File: src/logic/ocd_pkg.sv
// Purpose: shared constants and types for the option byte configuration decoder
// Assumes: 32-bit apb data, 12-bit byte address, one word per register
// Notes: option byte field positions, defaults and register offsets live here only
package ocd_pkg;

  // register byte offsets on the programming-side apb port
  localparam logic [11:0] ADDR_OPT0 = 12'h000;
  localparam logic [11:0] ADDR_OPT1 = 12'h004;
  localparam logic [11:0] ADDR_CTRL = 12'h008;
  localparam logic [11:0] ADDR_STAT = 12'h00c;

  // unprogrammed content of a configuration byte
  localparam logic [7:0] OPT_DEFAULT = 8'hff;

  // byte 0 field positions
  localparam int B0_HALT = 7;
  localparam int B0_WDSW = 6;
  localparam int B0_CLOCK_SOURCE_SELECT = 5;
  localparam int B0_VD_HI = 4;
  localparam int B0_VD_LO = 3;
  localparam int B0_RESET_CYCLE_SELECT = 2;
  localparam int B0_OSCILLATOR_HALVING = 1;
  localparam int B0_RDP = 0;

  // byte 1 field positions
  localparam int B1_PKG_HI = 7;
  localparam int B1_PKG_LO = 5;
  localparam int B1_MOT_HI = 1;
  localparam int B1_MOT_LO = 0;

  // control and status bit positions
  localparam int CTRL_ERASE = 0;
  localparam int STAT_BUSY = 0;
  localparam int STAT_PROG = 1;
  localparam int STAT_MEMER = 2;
  localparam int STAT_LAT0_LO = 8;
  localparam int STAT_LAT1_LO = 16;

  // voltage detector codes
  localparam logic [1:0] VD_BOTH = 2'h0;
  localparam logic [1:0] VD_RESET_ONLY = 2'h1;

  // reset and halt-exit phase lengths in cpu cycles
  localparam int CYC_W = 13;
  localparam logic [12:0] CYC_LONG = 13'h1000;
  localparam logic [12:0] CYC_SHORT = 13'h0100;

  // package codes, top bit set means the largest package
  localparam logic [2:0] PKG_80 = 3'h4;

  // motor output reset-state codes
  localparam logic [1:0] MOT_LOW = 2'h1;
  localparam logic [1:0] MOT_HIGH = 2'h2;

  // decoded reset values, equal to the decode of two unprogrammed bytes
  localparam logic [2:0] PKG_RESET = 3'h4;

  // controller states, one-hot
  typedef enum logic [3:0] {
    ST_LOAD = 4'h1,
    ST_RUN = 4'h2,
    ST_MEMER = 4'h4,
    ST_OPTER = 4'h8
  } ocd_fsm_type;

endpackage

File: src/logic/ocd_nv_store.sv
// Purpose: holds the two non-volatile configuration bytes
// Assumes: por_n models loss of nothing but power; only programming logic drives it
// Notes: content survives presetn; a blank store reads as all ones
`timescale 1ns/1ps
module ocd_nv_store import ocd_pkg::*; (
  // clock and power-on reset
  input wire logic pclk,
  input wire logic por_n,
  // programming write port
  input wire logic wr_en,
  input wire logic wr_index,
  input wire logic [7:0] wr_data,
  input wire logic erase,
  // stored content
  output logic [7:0] byte0,
  output logic [7:0] byte1
);

  typedef struct packed {
    logic [7:0] b0;
    logic [7:0] b1;
  } ocd_store_type;

  ocd_store_type st_r;
  ocd_store_type st_nxt;

  // erase wins over a write in the same cycle, it is the later step of a sequence
  always_comb begin
    st_nxt = st_r;
    if (wr_en && !wr_index) begin
      st_nxt.b0 = wr_data;
    end
    if (wr_en && wr_index) begin
      st_nxt.b1 = wr_data;
    end
    if (erase) begin
      st_nxt.b0 = OPT_DEFAULT;
      st_nxt.b1 = OPT_DEFAULT;
    end
  end

  // blank bytes read as all ones
  always_ff @(posedge pclk or negedge por_n) begin
    if (!por_n) begin
      st_r <= {OPT_DEFAULT, OPT_DEFAULT};
    end else begin
      st_r <= st_nxt;
    end
  end

  assign byte0 = st_r.b0;
  assign byte1 = st_r.b1;

endmodule

File: src/logic/ocd_config_decode.sv
// Purpose: option byte loader, decoder and programming-mode access port
// Assumes: apb master is the programming tool; mode pins are asynchronous
// Notes: settings load once after reset release and hold until the next reset
`timescale 1ns/1ps
module ocd_config_decode import ocd_pkg::*; (
  // clock and resets
  input wire logic pclk,
  input wire logic presetn,
  input wire logic por_n,
  // apb slave
  input wire logic [11:0] paddr,
  input wire logic psel,
  input wire logic penable,
  input wire logic pwrite,
  input wire logic [31:0] pwdata,
  input wire logic [3:0] pstrb,
  output logic [31:0] prdata,
  output logic pready,
  output logic pslverr,
  // mode pins
  input wire logic prog_mode_pin,
  input wire logic test_mode_pin,
  input wire logic icp_mode_pin,
  // user memory erase handshake
  output logic user_mem_erase_req,
  input wire logic user_mem_erase_done,
  // decoded options
  output logic halt_reset_on_watchdog,
  output logic watchdog_soft_enable,
  output logic clock_source_select,
  output logic low_voltage_reset_detector_en,
  output logic auxiliary_voltage_detector_en,
  output logic [12:0] reset_cycle_count,
  output logic oscillator_halving,
  output logic readout_protect,
  output logic prog_mem_block,
  output logic [2:0] package_select,
  output logic motor_output_reset_oe,
  output logic motor_output_reset_level
);

  typedef struct packed {
    ocd_fsm_type fsm;
    logic prog_s1;
    logic prog_s2;
    logic test_s1;
    logic test_s2;
    logic icp_s1;
    logic icp_s2;
    logic pready;
    logic pslverr;
    logic [31:0] prdata;
    logic wr_ok;
    logic [11:0] wr_addr;
    logic [7:0] wr_data;
    logic wr_lane;
    logic mem_erase_req;
    logic [7:0] lat0;
    logic [7:0] lat1;
    logic halt_rst;
    logic wd_soft;
    logic clk_src;
    logic lvr_en;
    logic avd_en;
    logic [12:0] rst_cycles;
    logic osc_halving;
    logic rdp_en;
    logic pm_block;
    logic [2:0] pkg;
    logic mot_oe;
    logic mot_level;
  } ocd_regs_type;

  ocd_regs_type st_r;
  ocd_regs_type st_nxt;

  logic [7:0] store_b0;
  logic [7:0] store_b1;
  logic store_wr;
  logic store_idx;
  logic store_erase;
  logic setup;
  logic access;
  logic mapped;
  logic ok;

  // phase length: the pll source overrides the short setting
  function automatic logic [12:0] cycles_of(input logic [7:0] b0);
    if (!b0[B0_CLOCK_SOURCE_SELECT]) begin
      return CYC_LONG;
    end
    return b0[B0_RESET_CYCLE_SELECT] ? CYC_SHORT : CYC_LONG;
  endfunction

  // any code with the top bit set means the largest package
  function automatic logic [2:0] pkg_of(input logic [7:0] b1);
    logic [2:0] code;
    code = b1[B1_PKG_HI:B1_PKG_LO];
    return code[2] ? PKG_80 : code;
  endfunction

  // non-volatile bytes, kept across presetn
  ocd_nv_store u_store (
    .pclk(pclk),
    .por_n(por_n),
    .wr_en(store_wr),
    .wr_index(store_idx),
    .wr_data(st_r.wr_data),
    .erase(store_erase),
    .byte0(store_b0),
    .byte1(store_b1)
  );

  // apb phase decode; the answer is prepared in setup so outputs stay registered
  assign setup = psel && !penable;
  assign access = psel && penable && st_r.pready;
  assign mapped = (paddr == ADDR_OPT0) || (paddr == ADDR_OPT1) ||
                  (paddr == ADDR_CTRL) || (paddr == ADDR_STAT);
  assign ok = st_r.prog_s2 && mapped && (!pwrite || st_r.fsm == ST_RUN);

  // store writes land at the access edge only, low byte lane required
  assign store_wr = access && st_r.wr_ok && st_r.wr_lane &&
                    (st_r.wr_addr == ADDR_OPT0 || st_r.wr_addr == ADDR_OPT1);
  assign store_idx = (st_r.wr_addr == ADDR_OPT1);
  // option erase after memory erase on a protected part, at once otherwise
  assign store_erase = (st_r.fsm == ST_OPTER);

  // next state of every register in the block
  always_comb begin
    st_nxt = st_r;
    // pins pass two flops before anything reads them
    st_nxt.prog_s1 = prog_mode_pin;
    st_nxt.prog_s2 = st_r.prog_s1;
    st_nxt.test_s1 = test_mode_pin;
    st_nxt.test_s2 = st_r.test_s1;
    st_nxt.icp_s1 = icp_mode_pin;
    st_nxt.icp_s2 = st_r.icp_s1;

    // apb answer built in setup, released after the access edge
    if (setup) begin
      st_nxt.pready = 1'b1;
      st_nxt.pslverr = !ok;
      st_nxt.wr_ok = ok && pwrite;
      st_nxt.wr_addr = paddr;
      st_nxt.wr_data = pwdata[7:0];
      st_nxt.wr_lane = pstrb[0];
      st_nxt.prdata = 32'h0;
      if (ok && !pwrite) begin
        case (paddr)
          ADDR_OPT0: st_nxt.prdata[7:0] = store_b0;
          ADDR_OPT1: st_nxt.prdata[7:0] = store_b1;
          ADDR_STAT: begin
            st_nxt.prdata[STAT_BUSY] = (st_r.fsm != ST_RUN);
            st_nxt.prdata[STAT_PROG] = st_r.prog_s2;
            st_nxt.prdata[STAT_MEMER] = st_r.mem_erase_req;
            st_nxt.prdata[STAT_LAT0_LO +: 8] = st_r.lat0;
            st_nxt.prdata[STAT_LAT1_LO +: 8] = st_r.lat1;
          end
          default: st_nxt.prdata = 32'h0;
        endcase
      end
    end else if (access) begin
      st_nxt.pready = 1'b0;
      st_nxt.pslverr = 1'b0;
      st_nxt.wr_ok = 1'b0;
    end

    case (st_r.fsm)
      ST_LOAD: begin
        st_nxt.lat0 = store_b0;
        st_nxt.lat1 = store_b1;
        st_nxt.halt_rst = store_b0[B0_HALT];
        st_nxt.wd_soft = store_b0[B0_WDSW];
        st_nxt.clk_src = store_b0[B0_CLOCK_SOURCE_SELECT];
        // detector enables, code 3 read as both off
        st_nxt.lvr_en = (store_b0[B0_VD_HI:B0_VD_LO] == VD_BOTH) ||
                        (store_b0[B0_VD_HI:B0_VD_LO] == VD_RESET_ONLY);
        st_nxt.avd_en = (store_b0[B0_VD_HI:B0_VD_LO] == VD_BOTH);
        st_nxt.rst_cycles = cycles_of(store_b0);
        // divider active when bit is zero
        st_nxt.osc_halving = !store_b0[B0_OSCILLATOR_HALVING];
        st_nxt.rdp_en = !store_b0[B0_RDP];
        st_nxt.pkg = pkg_of(store_b1);
        // motor output reset state; reserved bits 4:2 are never read
        st_nxt.mot_oe = (store_b1[B1_MOT_HI:B1_MOT_LO] == MOT_LOW) ||
                        (store_b1[B1_MOT_HI:B1_MOT_LO] == MOT_HIGH);
        st_nxt.mot_level = (store_b1[B1_MOT_HI:B1_MOT_LO] == MOT_HIGH);
        st_nxt.fsm = ST_RUN;
      end
      ST_RUN: begin
        if (access && st_r.wr_ok && st_r.wr_lane && st_r.wr_addr == ADDR_CTRL &&
            st_r.wr_data[CTRL_ERASE]) begin
          if (!store_b0[B0_RDP]) begin
            st_nxt.fsm = ST_MEMER;
            st_nxt.mem_erase_req = 1'b1;
          end else begin
            st_nxt.fsm = ST_OPTER;
          end
        end
      end
      ST_MEMER: begin
        // request held until the memory reports it is blank
        if (user_mem_erase_done) begin
          st_nxt.mem_erase_req = 1'b0;
          st_nxt.fsm = ST_OPTER;
        end
      end
      ST_OPTER: begin
        st_nxt.fsm = ST_RUN;
      end
      default: begin
        st_nxt.fsm = ST_RUN;
        st_nxt.mem_erase_req = 1'b0;
      end
    endcase

    // block program memory in test and icp modes on a protected part
    st_nxt.pm_block = st_r.rdp_en && (st_r.test_s2 || st_r.icp_s2);
  end

  // reset values are the decode of blank bytes
  always_ff @(posedge pclk or negedge presetn) begin
    if (!presetn) begin
      st_r <= '{fsm: ST_LOAD, prdata: 32'h0, wr_addr: 12'h000, wr_data: 8'h00,
                lat0: OPT_DEFAULT, lat1: OPT_DEFAULT, halt_rst: 1'b1, wd_soft: 1'b1,
                clk_src: 1'b1, rst_cycles: CYC_SHORT, pkg: PKG_RESET, default: 1'b0};
    end else begin
      st_r <= st_nxt;
    end
  end

  // outputs straight from the state flops
  assign prdata = st_r.prdata;
  assign pready = st_r.pready;
  assign pslverr = st_r.pslverr;
  assign user_mem_erase_req = st_r.mem_erase_req;
  assign halt_reset_on_watchdog = st_r.halt_rst;
  assign watchdog_soft_enable = st_r.wd_soft;
  assign clock_source_select = st_r.clk_src;
  assign low_voltage_reset_detector_en = st_r.lvr_en;
  assign auxiliary_voltage_detector_en = st_r.avd_en;
  assign reset_cycle_count = st_r.rst_cycles;
  assign oscillator_halving = st_r.osc_halving;
  assign readout_protect = st_r.rdp_en;
  assign prog_mem_block = st_r.pm_block;
  assign package_select = st_r.pkg;
  assign motor_output_reset_oe = st_r.mot_oe;
  assign motor_output_reset_level = st_r.mot_level;

  property p_gate_prog;
    @(posedge pclk) disable iff (!presetn)
    setup && !st_r.prog_s2 |=> pready && pslverr && prdata == 32'h0;
  endproperty
  a_gate_prog: assert property (p_gate_prog) else $error("access outside prog mode");

  property p_erase_ones;
    @(posedge pclk) disable iff (!presetn)
    st_r.fsm == ST_OPTER |=> store_b0 == OPT_DEFAULT && store_b1 == OPT_DEFAULT;
  endproperty
  a_erase_ones: assert property (p_erase_ones) else $error("erase not all ones");

  // halt reset follows the captured bit; the release edge itself still shows reset
  property p_halt;
    @(posedge pclk) disable iff (!presetn)
    presetn && st_r.fsm == ST_LOAD |=> halt_reset_on_watchdog == $past(store_b0[B0_HALT]);
  endproperty
  a_halt: assert property (p_halt) else $error("halt reset option wrong");

  // watchdog soft enable is off when the captured bit is clear
  property p_wdsw;
    @(posedge pclk) disable iff (!presetn)
    st_r.fsm == ST_LOAD ##1 !st_r.lat0[B0_WDSW] |-> !watchdog_soft_enable;
  endproperty
  a_wdsw: assert property (p_wdsw) else $error("watchdog type wrong");

  // clock source matches the latched byte
  property p_clock_source_select;
    @(posedge pclk) disable iff (!presetn)
    st_r.fsm != ST_LOAD |-> clock_source_select == st_r.lat0[B0_CLOCK_SOURCE_SELECT];
  endproperty
  a_clock_source_select: assert property (p_clock_source_select) else $error("clock source wrong");

  // code zero turns on both detectors
  property p_vd;
    @(posedge pclk) disable iff (!presetn)
    st_r.fsm != ST_LOAD && st_r.lat0[B0_VD_HI:B0_VD_LO] == VD_BOTH |->
      low_voltage_reset_detector_en && auxiliary_voltage_detector_en;
  endproperty
  a_vd: assert property (p_vd) else $error("detector enables wrong");

  // oscillator clock with bit set gives the short phase
  property p_short;
    @(posedge pclk) disable iff (!presetn)
    st_r.fsm != ST_LOAD && st_r.lat0[B0_CLOCK_SOURCE_SELECT] && st_r.lat0[B0_RESET_CYCLE_SELECT] |->
      reset_cycle_count == CYC_SHORT;
  endproperty
  a_short: assert property (p_short) else $error("short phase wrong");

  // pll source always gives the long phase
  property p_pll_long;
    @(posedge pclk) disable iff (!presetn)
    st_r.fsm != ST_LOAD && !clock_source_select |-> reset_cycle_count == CYC_LONG;
  endproperty
  a_pll_long: assert property (p_pll_long) else $error("pll phase not long");

  // divider active exactly when the bit is zero
  property p_div;
    @(posedge pclk) disable iff (!presetn)
    st_r.fsm != ST_LOAD |-> oscillator_halving != st_r.lat0[B0_OSCILLATOR_HALVING];
  endproperty
  a_div: assert property (p_div) else $error("divider wrong");

  // protected part blocks memory one cycle after a test or icp mode
  property p_block;
    @(posedge pclk) disable iff (!presetn)
    readout_protect && (st_r.test_s2 || st_r.icp_s2) |=> prog_mem_block;
  endproperty
  a_block: assert property (p_block) else $error("memory not blocked");

  // option bytes untouched while memory erase is pending
  property p_mem_first;
    @(posedge pclk) disable iff (!presetn)
    st_r.fsm == ST_MEMER && !user_mem_erase_done |=>
      st_r.fsm == ST_MEMER && user_mem_erase_req && !store_erase;
  endproperty
  a_mem_first: assert property (p_mem_first) else $error("options erased first");

  // top package bit selects the largest package
  property p_pkg;
    @(posedge pclk) disable iff (!presetn)
    st_r.fsm != ST_LOAD && st_r.lat1[B1_PKG_HI] |-> package_select == PKG_80;
  endproperty
  a_pkg: assert property (p_pkg) else $error("package decode wrong");

  // code one drives low under reset
  property p_motor;
    @(posedge pclk) disable iff (!presetn)
    st_r.fsm != ST_LOAD && st_r.lat1[B1_MOT_HI:B1_MOT_LO] == MOT_LOW |->
      motor_output_reset_oe && !motor_output_reset_level;
  endproperty
  a_motor: assert property (p_motor) else $error("motor reset state wrong");

  // latched settings never move after loading
  property p_hold;
    @(posedge pclk) disable iff (!presetn)
    st_r.fsm != ST_LOAD |=> $stable(st_r.lat0) && $stable(st_r.lat1) &&
      $stable(reset_cycle_count);
  endproperty
  a_hold: assert property (p_hold) else $error("settings changed after load");

endmodule

File: config.mk
export PLATFORM = sky130hd
export DESIGN_NAME = ocd_config_decode
export DESIGN_NICKNAME = d
export VERILOG_FILES = /design/src/logic/ocd_pkg.sv /design/src/logic/ocd_nv_store.sv /design/src/logic/ocd_config_decode.sv
export SDC_FILE = /design/constraint.sdc
export NUM_CORES = 1
export LEC_CHECK = 0
export BUFFER_PORTS_ARGS = -buffer_cell sky130_fd_sc_hd__buf_2
export CAP_MARGIN = 20
export CORE_ASPECT_RATIO = 0.5
export CORE_MARGIN = 8
export CORE_UTILIZATION = 57
export DETAILED_ROUTE_END_ITERATION = 10
export GPL_ROUTABILITY_DRIVEN = 0
export HOLD_SLACK_MARGIN = 0.05
export PLACE_DENSITY = 0.85
export SLEW_MARGIN = 20
export SYNTH_ARGS = -nofsm -noshare
export SYNTH_HDL_FRONTEND = slang
export SYNTH_HIERARCHICAL = 1
export SYNTH_SLANG_ARGS = --single-unit
File: constraint.sdc
create_clock -name pclk -period 3.7 [get_ports pclk]
set_input_delay 0.37 -clock pclk [delete_from_list [all_inputs] [get_ports pclk]]
set_output_delay 0.37 -clock pclk [all_outputs]
set_load 0.02 [all_outputs]
* After elaboration in Yosys (flattened, before gate mapping)
Cells that the tools add are included.
Storage, ports and cells: register bits 125, output and inout port bits 61, bits of input ports 58
Operators by class: muxes and demuxes 25, eq/ne operators 16, reduce and logical (&&, ||, !) cells 38, bitwise gates (word level) 1
Operator list (count):
- $mux W13 | 3
- $eq A12 B4 Y1 const B | 3
- $mux W16 | 2
- $eq A12 B3 Y1 const B | 2
- $logic_not A12 Y1 | 2
- $mux W24 | 1
- $mux W8 | 2
- $logic_and A1 B1 Y1 | 15
- $mux W4 | 3
- $pmux W5 S2 | 1
- $pmux W3 S3 | 1
- $logic_or A1 B1 Y1 | 8
- $pmux W4 S2 | 1
- $mux W1 | 7
- $logic_not A1 Y1 | 6
- $reduce_bool A2 Y1 | 3
- $eq A2 B1 Y1 const B | 2
- $eq A4 B1 Y1 const B | 1
- $eq A4 B2 Y1 const B | 1
- $eq A4 B3 Y1 const B | 1
- $eq A4 B4 Y1 const B | 1
- $mux W2 | 2
- $ne A2 B2 Y1 const B | 2
- $ne A4 B2 Y1 const B | 1
- other kinds (9) | 9

* Logic depth before layout (Yosys ltp)
word-level depth 8, mapped depth 7, gate-level depth less buffers 5

* Hierarchy
The synthesis kept the hierarchy.
Modules (own cells, without submodules):
- ocd_config_decode | times used 1, seq. area each 2174.6 µm², cells each 326, area each 3748.6 µm²
- ocd_nv_store | times used 1, seq. area each 420.4 µm², cells each 64, area each 732.0 µm²

* Worst setup path after synthesis
OpenSTA, ideal clock, no wires.
path kind register -> register, start point reg st_r[108] in the netlist's numbering, end point reg st_r[107] in the netlist's numbering, arrival time 1.625 ns, data required time 3.626 ns, path buffers 1, period minus slack after synthesis 1.699 ns, stages on the path, launching flop included 5, library setup time 0.074 ns, setup slack 2.001 ns, cell sequence dfrtp_1 > or4b_1 > buf_2 > or4_4 > o21ai_2
On the way: cells in the longest elaborated chain, start to end 3
Ends and longest elaborated chain:
- from (decl) | line ocd_config_decode.sv:74 | ocd_regs_type st_r;
- from (signal assigned) | line ocd_config_decode.sv:224 | st_r <= '{fsm: ST_LOAD, prdata: 32'h0, wr_addr: 12'h000, wr_data: 8'h00,
- from (signal assigned) | line ocd_config_decode.sv:228 | st_r <= st_nxt;
- $eq A4 B2 Y1 or $eq A4 B3 Y1 (tied branches) | line ocd_config_decode.sv:168 | case (st_r.fsm)
- $ne A2 B1 Y1 (no line) or $ne A2 B2 Y1 (tied branches)
- $reduce_and A2 Y1 (no line)
Several ways; a longest one is shown, not always the timed one. A chain may end at the register's enable or synchronous reset.

* Worst setup path after layout
start point reg st_r[103] in the netlist's numbering, end point reg st_r, in the netlist prdata[0]
On the way: cells in the longest elaborated chain, start to end 4
Ends and longest elaborated chain:
- $logic_and A1 B1 Y1 (2 in series) | line ocd_config_decode.sv:119 | assign ok = st_r.prog_s2 && mapped && (!pwrite || st_r.fsm == ST_RUN);
- $logic_and A1 B1 Y1 | line ocd_config_decode.sv:148 | if (ok && !pwrite) begin
- $mux W24 | line ocd_config_decode.sv:148
Every way passes these cells.

==> results.md <==
* Post-synth EDFFs at 0
* Routed Antenna Nets at 0
* Yosys top cell by area: dfrtp_1
* Average wire per standard cell at 16.2 um
* Logic pwr share at between 6 and 7%
* Period utilization at between 50% and 60%
* Worst-Skew Late Latency at roughly 340 ps
* Slew of the pin with the lowest slew margin at 1080 ps
* Die footprint at ~0.011 sq mm
* Critical Path Sink Type: flip-flop
* Status: finished clean
* Num CTS Buffers at 9
* Post-DP HPWL at 6210 um
* Final setup viols at 0
* Tmin final at between 2000 and 2500 ps
* Starting density of the core at 60.1%
* Area share of the largest cell type after synthesis at 38.0%
* H-Tree Depth at 3
* Post-synth ARST share at 100%
* FF-to-FF End: prdata[0]$_DFFE_PN0P_
* Setup Total Neg Slack at 0 ps
* Sequential fraction of the synthesis area at between 50% and 60%
* Clock share of power at 41.5%
* Detailed Route Iter0 Violations at 161
* # IOs at between 100 and 150
* Post-cts sizing count at 0
* Crit start category: flip-flop
* Max IR drop VDD at ~0.30 mV
* Commonest cells after routing, fill and taps aside: buf_2, nand2_1, dfrtp_1, dfstp_2, nor2_1
* Share of post-route cells with drive strength above 1 at 36.6%
* First-pass GRT wire length at 14300 um
* Site row count at 22
* CTS root buf: clkbuf_16
* Hold buffer count at cts at 0
* Tot GR Track Use at between 10% and 20%
* Kind of critical path: flip-flop to flip-flop
* Int Pwr at 1.77 mW
* Sw power at 486 uW
* DRT Pass-1 Iters at 4
* Worst clock skew at around 4.0 ps
* Worst hold slack at 49.8 ps
* RSZ-0062 raised after global routing: no
* Layout area overhead at 10.2%
* Cell Area, Synth at 0.00448 sq mm
* Fmax at 479 MHz
* Leak pwr at 2.47 nW
* Grt total ovfl at 0
* Post-DR vias/cell at about 5.3
* ANT cells at 0
* R2R depth at 4
* Final Hold Fails at 0
* Vias at approximately 2800
* Hold Crit Class: primary input to async pin
* Die width at 141 um
* R2r startpoint: st_r[103]$_DFF_PN0_
* Arrival time worst endpoint at around 2400 ps
* Core ar. at between 0.007 and 0.008 sq mm
* Post-synth top flop: dfrtp_1
* Clock-pin transition on the worst setup and hold timing paths at ~60 ps
* Fin. max-slew vios at 0
* Commonest non-fill, non-tap cell in the layout: buf_2
* Switching part of the total at 21.5%
* CTS tree: done
* Flop pwr share at 52.4%
* Chip height at around 80 um
* Max_cap viols at 0
* CTS Buffer Depth at 2
* Vias in the first global route at 2782
* Largest net degree at the start of global routing at a little under 90
* Sinks on Clock Net at just over 100
* Yosys warning count at 6
* Drt total wl at 8760 um
* Filler cell count at a little under 600
* Flop-to-flop setup slack at about 1600 ps
* Distinct cells, synth at 43
* Setup repair bufs after CTS at 0
* # DRC at 0
* Nets at 488
* IO buf count at 72
* Critical path fanouts, max at 19
* Antenna violations before repair at 0
* Top area cells in the synthesized netlist: dfrtp_1, dfstp_2, buf_4, nand2_1, mux2_2
* Cells after Synth at 390
* Yosys reg bits at 102
* P per Cell Area at around 460 mW/mm^2
* Slew margin rel. at 27.8%
* Post-Syn Area per Cell at roughly 11 sq um
* Worst EP required at between 3000 and 4000 ps
[synth_stat cells (2+ instances only)]
library cell	number
nand2_1	69
dfrtp_1	68
buf_4	49
dfstp_2	34
nor2_1	22
mux2_2	21
a22o_1	17
mux2i_1	16
o21ai_0	13
clkbuf_1	11
a21oi_1	9
a211oi_1	8
inv_1	5
buf_6	4
nand3_1	4
nor4b_1	4
buf_2	3
nand3b_1	3
nor4_1	3
nor3_1	2
o21a_1	2
o21ai_2	2
[worst max path at each step]
stage	start	to	cells after the start
detailed placement	paddr[8]	prdata[2]$_DFFE_PN0P_	5
finish	st_r[103]$_DFF_PN0_	prdata[0]$_DFFE_PN0P_	4
global placement	paddr[4]	prdata[0]$_DFFE_PN0P_	5
CTS	st_r[103]$_DFF_PN0_	prdata[0]$_DFFE_PN0P_	4
global route	st_r[103]$_DFF_PN0_	prdata[0]$_DFFE_PN0P_	4
floorplan	st_r[108]$_DFFE_PN0P_	st_r[107]$_DFFE_PN0P_	4
[power groups by stage]
stage	clock, mW	combinational, mW	sequential [mW]
finish	0.938	0.138	1.18
global route	1.01	0.154	1.19
CTS	0.964	0.139	1.18
detailed placement	0	0.138	1.20
global placement	0	0.135	1.20
floorplan	0	0.0974	1.19
[state kept, by name, indices dropped and copies added (netlist names), 2 cells and up]
name               flops
reset_cycle_count      2
u_store/byte0          8
prdata                24
package_select         2
u_store/byte1          8
st_nxt                 3
st_r                  45
[worst max-delay path: stages (launching register included)]
cell and delay (ps):
dfrtp_1 320, nor4b_2 260, nand3_1 230, nor4_4 920, a221o_2 290
[cell families after synthesis]
group | Yosys count | synth area share [%]
buffers and inverters | 73 | 11.0
multiplexers | 37 | 8.85
AND/OR/NAND/NOR | 119 | 12.8
AO/OA/AOI/OAI | 57 | 9.08
other | 1 | 0.0837
adder cells (fa/ha/maj) | 1 | 0.279
flip-flops | 102 | 57.9
[cell type report]
type / instances / area [sq um] / area share [%]
well taps: 108 / 135 / 2.74
multi-input cells: 234 / 1480 / 30.0
inverters: 5 / 18.8 / 0.380
flip-flops and latches: 102 / 2590 / 52.6
repair buffers: 77 / 404 / 8.19
clock buffers: 13 / 260 / 5.27
clock inverters: 3 / 42.5 / 0.862
[per-layer routing]
layer / vias to the layer above / global-route usage (%) / wire, um / share of wire [%]
met5: - / 0 / 0 / 0
met4: 0 / 6.06 / 55 / 0.63
met3: 5 / 5.79 / 619 / 7.1
met2: 90 / 24.1 / 4010 / 46
met1: 1401 / 22.0 / 4080 / 47
li1: 1351 / - / - / -
[through the flow]
stage / setup slack, ps / total power [mW] / std cells / area [sq um] / utilization, %
floorplan: 2000 / 1.29 / 409 / 4550 / -
global placement: 1410 / 1.33 / 526 / 4630 / 62.1
detailed placement: 1400 / 1.34 / 526 / 4630 / 62.1
CTS: 1630 / 2.29 / 542 / 4930 / 66.1
global route: 1530 / 2.35 / 542 / 4940 / 66.2
finish: 1610 / 2.26 / 542 / 4940 / 66.2
Power figures use the tool's default switching activity.
